File: src/hbw_pkg.sv
// Shared constants and carrier types of the host bus width and word swap
// block.
// Assumes one 20 MHz core clock and a byte address of HBW_ADDR_W bits.
package hbw_pkg;

    // Host byte address width and the dword address derived from it.
    localparam int HBW_ADDR_W = 8;
    localparam int HBW_DW_ADDR_W = HBW_ADDR_W - 2;

    // Position of the bus width flag in the hardware configuration word.
    localparam int HARDWARE_CONFIG_REG_WIDTH_BIT = 2;

    // Strap level that selects the 16-bit host bus.
    localparam logic STRAP_16_LEVEL = 1'b1;

    // Word swap control value that selects the swapped mapping.
    localparam logic [31:0] SWAP_ALL_ONES = 32'hFFFFFFFF;

    // Reset value of the data holders and the read answer, and the answer to a repeated half read.
    localparam logic [31:0] DWORD_RESET = 32'h00000000;
    localparam logic [15:0] HALF_INVALID = 16'h0000;

    // Clock period in ns, kept for anyone deriving a time from it.
    localparam int CLK_PERIOD_NS = 50;

    // One dword travelling from the host port to the core.
    typedef struct packed {
        logic [HBW_DW_ADDR_W-1:0] dw_addr;
        logic [31:0] data;
    } hbw_wr_ent_t;

    // Serialiser states toward the network side.
    typedef enum logic [1:0] {
        TX_IDLE,
        TX_LOW,
        TX_HIGH
    } hbw_tx_state_t;

endpackage : hbw_pkg

File: src/hbw_host_port.sv
// Host data path: bus width strap, half-word pairing, word swap lanes,
// a write buffer toward the core and the network word ordering.
// Assumes synchronous host strobes of one cycle and a core that answers a
// read address combinationally in the same cycle.
`timescale 1ns/1ps
`default_nettype none

// What this block does
// - Strap level picks 32-bit or 16-bit bus; 32-bit needs no pairing.
// - Strapped width shows read-only at bit 2 of hardware config word.
// - Either half may come first; the next goes to the other half.
// - A second write to the same unpaired half is discarded.
// - Repeated half read returns invalid data and restarts read tracking.
// - Upper data lines are never driven in 16-bit mode.
// - Word swap acts only in 16-bit mode; ignored in 32-bit mode.
// - Swap mapping applies to every half-word register and FIFO access.
// - Only an all-ones swap control selects swapping; else default.
// - Default: address bit 1 low is low word, high is high word.
// - Swapped: address bit 1 low is high word, high is low word.
// - Network transmit sends the low word of each dword first.
// - First received network word lands in the low dword half.
module hbw_host_port #(
    parameter int DEPTH = 2
) (
    // Clock and reset.
    input wire logic ref_clk,
    input wire logic reset_n,
    // Strap and configuration.
    input wire logic width_strap_pin,
    input wire logic [31:0] word_swap_reg,
    output logic [31:0] hardware_config_reg,
    // Host bus.
    input wire logic host_wr,
    input wire logic host_rd,
    input wire logic [hbw_pkg::HBW_ADDR_W-1:0] host_addr,
    input wire logic [31:0] host_d_in,
    output logic host_wr_ready,
    output logic [31:0] host_d_out,
    output logic host_d_oe_lo,
    output logic host_d_oe_hi,
    output logic host_rd_ack,
    // Core write side.
    output logic core_wr_valid,
    input wire logic core_wr_ready,
    output hbw_pkg::hbw_wr_ent_t core_wr_ent,
    // Core read side.
    output logic [hbw_pkg::HBW_DW_ADDR_W-1:0] core_rd_addr,
    input wire logic [31:0] core_rd_data,
    // Network transmit side.
    input wire logic tx_dw_valid,
    output logic tx_dw_ready,
    input wire logic [31:0] tx_dw,
    output logic tx_hw_valid,
    input wire logic tx_hw_ready,
    output logic [15:0] tx_hw,
    // Network receive side.
    input wire logic rx_hw_valid,
    input wire logic [15:0] rx_hw,
    output logic rx_dw_valid,
    output logic [31:0] rx_dw
);

    localparam int PTR_W = (DEPTH > 1) ? $clog2(DEPTH) : 1;

    // Advance a buffer pointer with wrap.
    function automatic logic [PTR_W-1:0] step_ptr(input logic [PTR_W-1:0] p);
        step_ptr = (p == PTR_W'(DEPTH - 1)) ? '0 : p + 1'b1;
    endfunction : step_ptr

    // Internal half addressed by a host half-word access.
    function automatic logic pick_high(input logic a1, input logic swap);
        pick_high = a1 ^ swap;
    endfunction : pick_high

    ////////////////////////////////////////////////////////////////////////
    // Strap capture and mode decode.

    logic strap_done_ff, nxt_strap_done;
    logic width16_ff, nxt_width16;
    logic swap;
    logic wr_go, rd_go, hi_sel;

    // The strap is caught at the first edge after release, never by reset.
    always_comb begin
        nxt_strap_done = 1'b1;
        nxt_width16 = strap_done_ff ? width16_ff
            : (width_strap_pin == hbw_pkg::STRAP_16_LEVEL);
    end

    always_ff @(posedge ref_clk or negedge reset_n) begin
        if (!reset_n) begin
            strap_done_ff <= 1'b0;
            width16_ff <= 1'b0;
        end else begin
            strap_done_ff <= nxt_strap_done;
            width16_ff <= nxt_width16;
        end
    end

    // Swap is honoured only on the narrow bus and only for all ones.
    assign swap = width16_ff
        && (word_swap_reg == hbw_pkg::SWAP_ALL_ONES);
    assign hi_sel = pick_high(host_addr[1], swap);
    assign hardware_config_reg = {29'h0, width16_ff, 2'h0};
    assign wr_go = host_wr && host_wr_ready;
    assign rd_go = host_rd;
    assign core_rd_addr = host_addr[hbw_pkg::HBW_ADDR_W-1:2];

    ////////////////////////////////////////////////////////////////////////
    // Write pairing and the buffer toward the core.

    hbw_pkg::hbw_wr_ent_t buf_ff [DEPTH];
    hbw_pkg::hbw_wr_ent_t push_ent;
    logic [PTR_W-1:0] wp_ff, rp_ff, nxt_wp, nxt_rp;
    logic [PTR_W:0] cnt_ff, nxt_cnt;
    logic push, pop;
    logic wr_pend_ff, nxt_wr_pend, wr_half_ff, nxt_wr_half;
    logic [15:0] wr_hold_ff, nxt_wr_hold;

    // A lone half waits in the holder; its partner completes the dword.
    always_comb begin
        nxt_wr_pend = wr_pend_ff;
        nxt_wr_half = wr_half_ff;
        nxt_wr_hold = wr_hold_ff;
        push = 1'b0;
        push_ent.dw_addr = host_addr[hbw_pkg::HBW_ADDR_W-1:2];
        push_ent.data = host_d_in;
        if (wr_go && !width16_ff) begin
            push = 1'b1;
        end else if (wr_go && !wr_pend_ff) begin
            nxt_wr_pend = 1'b1;
            nxt_wr_half = hi_sel;
            nxt_wr_hold = host_d_in[15:0];
        end else if (wr_go && wr_half_ff != hi_sel) begin
            push = 1'b1;
            nxt_wr_pend = 1'b0;
            push_ent.data = hi_sel ? {host_d_in[15:0], wr_hold_ff}
                : {wr_hold_ff, host_d_in[15:0]};
        end
        // A write to the half already held falls through unused.
    end

    // Two-entry buffer: a stalled core back-pressures the host port.
    assign pop = core_wr_valid && core_wr_ready;
    assign core_wr_valid = (cnt_ff != '0);
    assign core_wr_ent = buf_ff[rp_ff];
    assign host_wr_ready = (cnt_ff != (PTR_W+1)'(DEPTH));

    always_comb begin
        nxt_wp = push ? step_ptr(wp_ff) : wp_ff;
        nxt_rp = pop ? step_ptr(rp_ff) : rp_ff;
        nxt_cnt = cnt_ff + (PTR_W+1)'(push) - (PTR_W+1)'(pop);
    end

    always_ff @(posedge ref_clk or negedge reset_n) begin
        if (!reset_n) begin
            wp_ff <= '0;
            rp_ff <= '0;
            cnt_ff <= '0;
            wr_pend_ff <= 1'b0;
            wr_half_ff <= 1'b0;
            wr_hold_ff <= 16'h0000;
        end else begin
            wp_ff <= nxt_wp;
            rp_ff <= nxt_rp;
            cnt_ff <= nxt_cnt;
            wr_pend_ff <= nxt_wr_pend;
            wr_half_ff <= nxt_wr_half;
            wr_hold_ff <= nxt_wr_hold;
        end
    end

    // Buffer storage needs no reset; the count guards its contents.
    always_ff @(posedge ref_clk) begin
        if (push) begin
            buf_ff[wp_ff] <= push_ent;
        end
    end

    ////////////////////////////////////////////////////////////////////////
    // Read splitting.

    logic rd_pend_ff, nxt_rd_pend, rd_half_ff, nxt_rd_half;
    logic [31:0] rd_hold_ff, nxt_rd_hold, rdata_ff, nxt_rdata;
    logic ack_ff, nxt_ack;

    // The whole dword is snapped on the first half so both halves agree.
    always_comb begin
        nxt_rd_pend = rd_pend_ff;
        nxt_rd_half = rd_half_ff;
        nxt_rd_hold = rd_hold_ff;
        nxt_rdata = rdata_ff;
        nxt_ack = rd_go;
        if (rd_go && !width16_ff) begin
            nxt_rdata = core_rd_data;
        end else if (rd_go && !rd_pend_ff) begin
            nxt_rd_pend = 1'b1;
            nxt_rd_half = hi_sel;
            nxt_rd_hold = core_rd_data;
            nxt_rdata = {16'h0000, hi_sel ? core_rd_data[31:16]
                : core_rd_data[15:0]};
        end else if (rd_go && rd_half_ff != hi_sel) begin
            nxt_rd_pend = 1'b0;
            nxt_rdata = {16'h0000, hi_sel ? rd_hold_ff[31:16]
                : rd_hold_ff[15:0]};
        end else if (rd_go) begin
            // Repeated half: answer invalid and start over on the next read.
            nxt_rd_pend = 1'b0;
            nxt_rdata = {16'h0000, hbw_pkg::HALF_INVALID};
        end
    end

    always_ff @(posedge ref_clk or negedge reset_n) begin
        if (!reset_n) begin
            rd_pend_ff <= 1'b0;
            rd_half_ff <= 1'b0;
            rd_hold_ff <= hbw_pkg::DWORD_RESET;
            rdata_ff <= hbw_pkg::DWORD_RESET;
            ack_ff <= 1'b0;
        end else begin
            rd_pend_ff <= nxt_rd_pend;
            rd_half_ff <= nxt_rd_half;
            rd_hold_ff <= nxt_rd_hold;
            rdata_ff <= nxt_rdata;
            ack_ff <= nxt_ack;
        end
    end

    // Lanes are driven only in the answer cycle; upper lanes never narrow.
    assign host_d_out = rdata_ff;
    assign host_rd_ack = ack_ff;
    assign host_d_oe_lo = ack_ff;
    assign host_d_oe_hi = ack_ff && !width16_ff;

    ////////////////////////////////////////////////////////////////////////
    // Network transmit serialiser and receive assembler.

    hbw_pkg::hbw_tx_state_t tx_st_ff, nxt_tx_st;
    logic [31:0] tx_dw_ff, nxt_tx_dw;
    logic rx_lo_seen_ff, nxt_rx_lo_seen, rx_v_ff, nxt_rx_v;
    logic [31:0] rx_dw_ff, nxt_rx_dw;

    // The low word always leaves first, whatever the host mapping was.
    always_comb begin
        nxt_tx_st = tx_st_ff;
        nxt_tx_dw = tx_dw_ff;
        case (tx_st_ff)
            hbw_pkg::TX_IDLE: begin
                if (tx_dw_valid) begin
                    nxt_tx_dw = tx_dw;
                    nxt_tx_st = hbw_pkg::TX_LOW;
                end
            end
            hbw_pkg::TX_LOW: begin
                if (tx_hw_ready) begin
                    nxt_tx_st = hbw_pkg::TX_HIGH;
                end
            end
            hbw_pkg::TX_HIGH: begin
                if (tx_hw_ready) begin
                    nxt_tx_st = hbw_pkg::TX_IDLE;
                end
            end
            default: nxt_tx_st = hbw_pkg::TX_IDLE;
        endcase
    end

    assign tx_dw_ready = (tx_st_ff == hbw_pkg::TX_IDLE);
    assign tx_hw_valid = (tx_st_ff != hbw_pkg::TX_IDLE);
    assign tx_hw = (tx_st_ff == hbw_pkg::TX_HIGH) ? tx_dw_ff[31:16]
        : tx_dw_ff[15:0];

    // First received word fills the low half of the dword.
    always_comb begin
        nxt_rx_lo_seen = rx_lo_seen_ff;
        nxt_rx_dw = rx_dw_ff;
        nxt_rx_v = 1'b0;
        if (rx_hw_valid && !rx_lo_seen_ff) begin
            nxt_rx_dw[15:0] = rx_hw;
            nxt_rx_lo_seen = 1'b1;
        end else if (rx_hw_valid) begin
            nxt_rx_dw[31:16] = rx_hw;
            nxt_rx_lo_seen = 1'b0;
            nxt_rx_v = 1'b1;
        end
    end

    always_ff @(posedge ref_clk or negedge reset_n) begin
        if (!reset_n) begin
            tx_st_ff <= hbw_pkg::TX_IDLE;
            tx_dw_ff <= hbw_pkg::DWORD_RESET;
            rx_lo_seen_ff <= 1'b0;
            rx_dw_ff <= hbw_pkg::DWORD_RESET;
            rx_v_ff <= 1'b0;
        end else begin
            tx_st_ff <= nxt_tx_st;
            tx_dw_ff <= nxt_tx_dw;
            rx_lo_seen_ff <= nxt_rx_lo_seen;
            rx_dw_ff <= nxt_rx_dw;
            rx_v_ff <= nxt_rx_v;
        end
    end

    assign rx_dw = rx_dw_ff;
    assign rx_dw_valid = rx_v_ff;
endmodule : hbw_host_port

`default_nettype wire

File: config.mk
export PLATFORM = sky130hd
export DESIGN_NAME = hbw_host_port
export DESIGN_NICKNAME = d
export VERILOG_FILES = /design/src/hbw_pkg.sv /design/src/hbw_host_port.sv
export SDC_FILE = /design/constraint.sdc
export NUM_CORES = 1
export LEC_CHECK = 0
export BUFFER_PORTS_ARGS = -buffer_cell sky130_fd_sc_hd__buf_2
export CAP_MARGIN = 20
export CORE_UTILIZATION = 52
export DETAILED_ROUTE_END_ITERATION = 6
export PLACE_DENSITY = 0.81
export SETUP_SLACK_MARGIN = 0.4
export SLEW_MARGIN = 20
export SYNTH_ARGS = -nofsm -noshare
export SYNTH_HDL_FRONTEND = slang
export SYNTH_SLANG_ARGS = --single-unit
File: constraint.sdc
create_clock -name ref_clk -period 4.85 [get_ports ref_clk]
set_input_delay 0.2425 -clock ref_clk [delete_from_list [all_inputs] [get_ports ref_clk]]
set_output_delay 0.2425 -clock ref_clk [all_outputs]
set_load 0.02 [all_outputs]
# --- Yosys cells after proc, flatten, opt, wreduce, memory -nomap -nowiden ---
# Memory sizes are Yosys's and may differ from the RTL's.
# Index checks and enable logic that the tools add are counted.
classes:
  addsub: 4
  n_eq_ne: 9
  muxes: 31
  bitwise: 4
  n_reduce_logical: 29
op_table:
  columns: ["op", "n"]
  rows:
  - ["two-way mux 32 bit", 8]
  - ["two-way mux 16 bit", 3]
  - ["equality test 32 bit, second input constant", 1]
  - ["two-way mux 1 bit", 16]
  - ["AND reduction 2 bit", 6]
  - ["logical AND 1 bit", 11]
  - ["inequality test 2 bit, second input constant", 4]
  - ["nonzero test 2 bit", 4]
  - ["two-way mux 2 bit", 3]
  - ["case mux 2 bit (3 select lines)", 1]
  - ["logical NOT 1 bit", 4]
  - ["nonzero test 4 bit", 1]
  - ["inverter 1 bit", 3]
  - ["AND reduction 3 bit", 1]
  - ["nonzero test 3 bit", 1]
  - ["adder 1 bit, second input constant", 2]
  - ["adder 2 x 1 -> 2 bit", 1]
  - ["equality test 2 x 1 -> 1 bit, second input constant", 1]
  - ["equality test 2 bit, second input constant", 1]
  - ["logical NOT 2 bit", 1]
  - ["inequality test 1 bit", 2]
  - ["subtractor 2 x 1 -> 2 bit", 1]
  - ["bitwise XOR 1 bit", 1]
word_totals:
  reg_bits: 159
  ramBits: 76
  inputBits: 161
  output_inout_bits: 164
  wordCells: 97
  n_memories: 1
mem_list:
  columns: ["name", "depth", "width", "read_ports", "rd_clocked_by_memory_dff", "wr", "line_no", "rtl"]
  rows:
  - ["buf_ff", 2, 38, 1, 0, 1, "hbw_host_port.sv:112", "hbw_pkg::hbw_wr_ent_t buf_ff [DEPTH];"]

# --- Logic depth before layout (Yosys ltp) ---
depth:
  depth_word: 10
  depth_mapped: 9
  mapped_depth_nobuf: 9

# --- Least setup slack after synthesis ---
# No wires, ideal clock.
synth_path:
  path_type: "reg-to-reg"
  start: "reg cnt_ff[0]"
  end: "mem buf_ff[0][0] (netlist bit) (enable)"
  setup_ns: 0.438
  arrival_ns: 3.270
  required_ns: 4.412
  setup_slack_ns: 1.142
  stages_incl_launch_ff: 7
  n_path_buf: 1
  synth_period_minus_slack_ns: 3.708
  path_cell_list: "dfrtp_1 -> nand2b_1 -> nand4b_1 -> clkbuf_1 -> nand3_1 -> a21oi_1 -> nor2b_1"
synth_between:
  elab_chain_len: 8
  word_cells_on_any_way: 10
  classes_between: "eq/ne (1); mux (5); reduce/logical (4)"
synth_lines:
  columns: ["item", "line_no", "rtl"]
  rows:
  - ["start: declaration", "hbw_host_port.sv:115", "logic [PTR_W:0] cnt_ff, nxt_cnt;"]
  - ["start signal: assignment", "hbw_host_port.sv:166", "cnt_ff <= nxt_cnt;"]
  - ["inequality test 2 bit (*)", "hbw_host_port.sv:147", "assign host_wr_ready = (cnt_ff != (PTR_W+1)'(DEPTH));"]
  - ["via host_wr_ready", "hbw_host_port.sv:37", "output logic host_wr_ready,"]
  - ["logical AND 1 bit (*)", "hbw_host_port.sv:105", "assign wr_go = host_wr && host_wr_ready;"]
  - ["logical AND 1 bit", "hbw_host_port.sv:134", "end else if (wr_go && wr_half_ff != hi_sel) begin"]
  - ["two-way mux 1 bit", "hbw_host_port.sv:134", null]
  - ["two-way mux 1 bit", "hbw_host_port.sv:130", "end else if (wr_go && !wr_pend_ff) begin"]
  - ["two-way mux 1 bit (*)", "hbw_host_port.sv:128", "if (wr_go && !width16_ff) begin"]
  - ["two-way mux 1 bit (*)", "hbw_host_port.sv:175", "if (push) begin"]
  - ["two-way mux 1 bit (implied by the code) (*)", "hbw_host_port.sv:176", "buf_ff[wp_ff] <= push_ent;"]
  - ["end: declaration", "hbw_host_port.sv:112", null]
# The timed path passes the listed nets; every way through them passes the cells marked *.

==> impl_metrics.py <==
metrics = {
    "sta": {
        "hold_viol": 0,
        "tightest_slew_ps": 1070,
        "rsz0062_at_grt": "no",
        "relSlewSlack_pct": 28.9,
        "setup_viol": 0,
        "fin_crit_ps": 3450,
        "fmax_mhz": 289,
        "fin_setup_tns_ps": 0,
        "hold_slack_ps": 18.5,
        "skew_ps": 10.3,
        "fin_ws_ps": 1400,
        "drv_slew": 0,
        "fin_crit_sh_pct": 71.2,
    },
    "power": {
        "total_power_mw": 7.55,
        "power.switching_mw": 2.56,
        "ir_drop_v": 0.000477,
        "leakage_nw": 6.19,
        "p_per_area_mw_per_mm2": 536,
        "p_int_mw": 4.99,
        "clkPwrFrac_pct": 24.1,
        "combPwrFrac_pct": 33.7,
        "swShare_pct": 33.9,
        "seqPwrFrac_pct": 42.2,
    },
    "route": {
        "first_pass_iters": 5,
        "totalWireLength_microns": 27500,
        "drtAntennaViolNets": 0,
        "drt_iter0_drc": 450,
        "num_vias": 7827,
        "drc": 0,
        "wl_per_cell_microns": 19.2,
        "vias_per_cell": 5.45,
    },
    "synth": {
        "synth.mux.area_fraction_pct": 24.4,
        "postSynthAreaPerCell_sq_um": 13.9,
        "synth_area_sq_mm": 0.0108,
        "synth.area.top_cells": "dfrtp_1 (37%), mux2_2 (21%), edfxtp_1 (21%), buf_4 (2.7%), mux2i_1 (1.6%)",
        "synth_xor_area_share_pct": 0.697,
        "synth_top_family_by_area": "multiplexers",
        "synth-edff-count": 76,
        "ys_warn_count": 0,
        "synthCells": 776,
        "synth_top_area_share_pct": 37.0,
        "synthSimpleGateAreaFrac_pct": 4.62,
        "synth_largest_area_cell": "dfrtp_1",
        "synthFlopType": "dfrtp_1",
        "synth.distinct_cells": 48,
        "synthAdderAreaFrac_pct": 0.116,
        "yosysSeqAreaShare_pct": 58.1,
        "synth_compound_area_share_pct": 6.87,
        "ys_async_sr_fraction_pct": 67.7,
        "ys_ff_latch": 235,
    },
    "final_layout": {
        "nFillCells": 1342,
        "seq_area_sq_mm": 0.00626,
        "mostFrequentLayoutCells": "buf_2 (291), mux2_2 (205), dfrtp_1 (158)",
        "fin_util_pct": 69.4,
        "final_area_sq_mm": 0.0141,
        "layoutNonFillerInstCount": 1437,
        "layout_commonest_cell": "buf_2",
        "drive_gt1_share_pct": 49.0,
        "multi_input_area_sq_mm": 0.00412,
        "nets": 1310,
        "areaGrowthSynthToFinish_pct": 30.9,
    },
    "clock_network": {
        "postCtsSetupBuffers": 0,
        "cts_max_path_buffers": 3,
        "clkSlewWorstSetupHoldPaths_ps": 60,
        "h-tree-depth": 1,
        "cts_buffers": 25,
        "cts_sinks": 235,
        "cts_tree": "yes",
        "insertion_delay_ps": 510,
        "ctsRootBufferMaster": "clkbuf_16",
    },
    "setup_path": {
        "cp_max_fo": 31,
        "path_cells": "nand4_1, nor3_1, nand3_1, buf_4, xnor3_1, nor2_2, mux2_2",
        "r2r_end": "buf_ff[0][20]",
        "cp_data_arrival_time_ps": 3700,
        "cp-end-kind": "register",
        "rrSetupSlack_ps": 1400,
        "cp-start-kind": "register",
        "required_ps": 5090,
        "max_stage_delay_ps": 800,
        "r2r_cells": 7,
        "rr_startpoint": "width16_ff",
        "critPathKind": "register to register",
        "crit_path_top_delay_cell": "nor2_2",
    },
    "placement": {
        "io_buffer_count": 292,
        "gp_congestion": 0.769,
        "post_dp_cell_area_sq_mm": 0.0123,
        "post-place-ws_ps": 1390,
        "place_inst": 1294,
        "dp_hpwl_microns": 17000,
    },
    "run": {
        "maxCapViolations": 0,
    },
    "hold_path": {
        "hold_path_class": "input pin to register",
        "min_from": "host_d_in[7]",
        "holdPathEnd": "wr_hold_ff[7]",
        "hold-path-cell-count": 2,
    },
    "grt": {
        "track_usage_pct": 25.8,
        "grt_pass1_vias": 8175,
        "grt_overflow": 0,
        "grt_pass1_wl_microns": 43100,
        "grt_max_degree": 60,
        "antenna_found_initial": 0,
    },
    "floorplan": {
        "num_rows": 52,
        "fp.dieH_microns": 146,
        "core_area_sq_mm": 0.0203,
        "dieArea_sq_mm": 0.0213,
        "die_w_microns": 146,
        "initial_core_util_pct": 53.0,
        "io-pin-count": 325,
    },
    "outcome": {
        "status": "finished clean",
    },
}
[final cells by class]
class,instances,share of cell area (%)
Sequential cell,235,44.4
Inverter,20,0.533
Timing Repair Buffer,398,17.8
Clock inverter,12,0.621
Tap cell,270,2.40
Multi-Input combinational cell,468,29.2
Clock buffer,33,4.93
Antenna cell,1,0.0178
[Yosys cell counts, types with 2 or more instances]
library cell,count
inv_1,20
a31oi_1,2
nor3_1,4
nand3_1,5
buf_2,4
clkbuf_1,34
xnor2_1,4
mux2_2,205
edfxtp_1,76
mux2i_1,17
nand4_1,7
mux2_4,10
buf_4,39
nand2_1,28
o211ai_1,16
or2_2,3
nor2b_1,20
buf_1,5
o21ai_0,18
or3_1,3
a22oi_1,15
and2_1,2
a211o_1,15
xor2_1,2
dfrtp_1,159
a21oi_1,18
and3_1,2
conb_1,2
a221oi_1,15
nand2b_1,2
nor2_1,7
[cell families (layout without fill, tap and decap cells)]
| group | after synthesis | after routing |
|---|---|---|
| xor gates and xnor gates | 7 | 7 |
| AOI/OAI and AO/OA | 105 | 105 |
| adders and majority gates | 1 | 1 |
| and+or+nand+nor | 91 | 91 |
| DFF | 235 | 235 |
| other | 2 | 33 |
| muxes | 232 | 232 |
| buffers and inverters | 103 | 463 |
[sequential cells by signal, summed over array words and instances, names as in the netlist, 2 cells and up]
| register | count |
|---|---|
| buf_ff | 76 |
| cnt_ff | 2 |
| host_d_out | 32 |
| rd_hold_ff | 32 |
| rx_dw | 32 |
| tx_dw_ff | 32 |
| tx_st_ff | 2 |
| wr_hold_ff | 16 |
[routing by layer]
layer | GRT usage, % | vias up | wire (microns)
li1 | - | 3533 | -
met1 | 31.9 | 3881 | 11100
met2 | 45.2 | 346 | 13800
met3 | 5.27 | 67 | 1830
met4 | 8.42 | 0 | 830
met5 | 0 | - | 0
[worst max-delay path: cells and delay by family (launching register included)]
kind,cells,cell delay [ps]
AND/OR/NAND/NOR,4,1500
flip-flops,1,700
multiplexers,1,450
buffers and inverters,1,270
XOR/XNOR,1,250
[power by group through the flow]
stage | combinational, mW | clock [mW] | sequential [mW]
3_5_place_dp | 2.45 | 0 | 3.19
5_1_grt | 2.71 | 1.92 | 3.26
4_1_cts | 2.53 | 1.86 | 3.16
3_3_place_gp | 2.39 | 0 | 3.14
2_1_floorplan | 1.56 | 0 | 3.27
6_report | 2.54 | 1.82 | 3.19
[worst max path at each step]
stage                                  from       endpoint  slack (ps)  cells past startpoint
after floorplan                   cnt_ff[0]   buf_ff[0][0]        1140                      6
after global placement    word_swap_reg[21]  buf_ff[0][18]        1450                      8
after detailed placement  word_swap_reg[21]  buf_ff[0][20]        1390                      8
after CTS                        width16_ff  buf_ff[0][20]        1370                      7
after global routing             width16_ff  buf_ff[0][20]        1180                      7
final                            width16_ff  buf_ff[0][20]        1400                      7
[timing repair]
item | 4_1_cts | 5_1_grt
endpoints found under the hold margin | 194 | 0
resized for setup | 0 | 0
hold buffers | 96 | 0
Power figures use the tool's default switching activity.
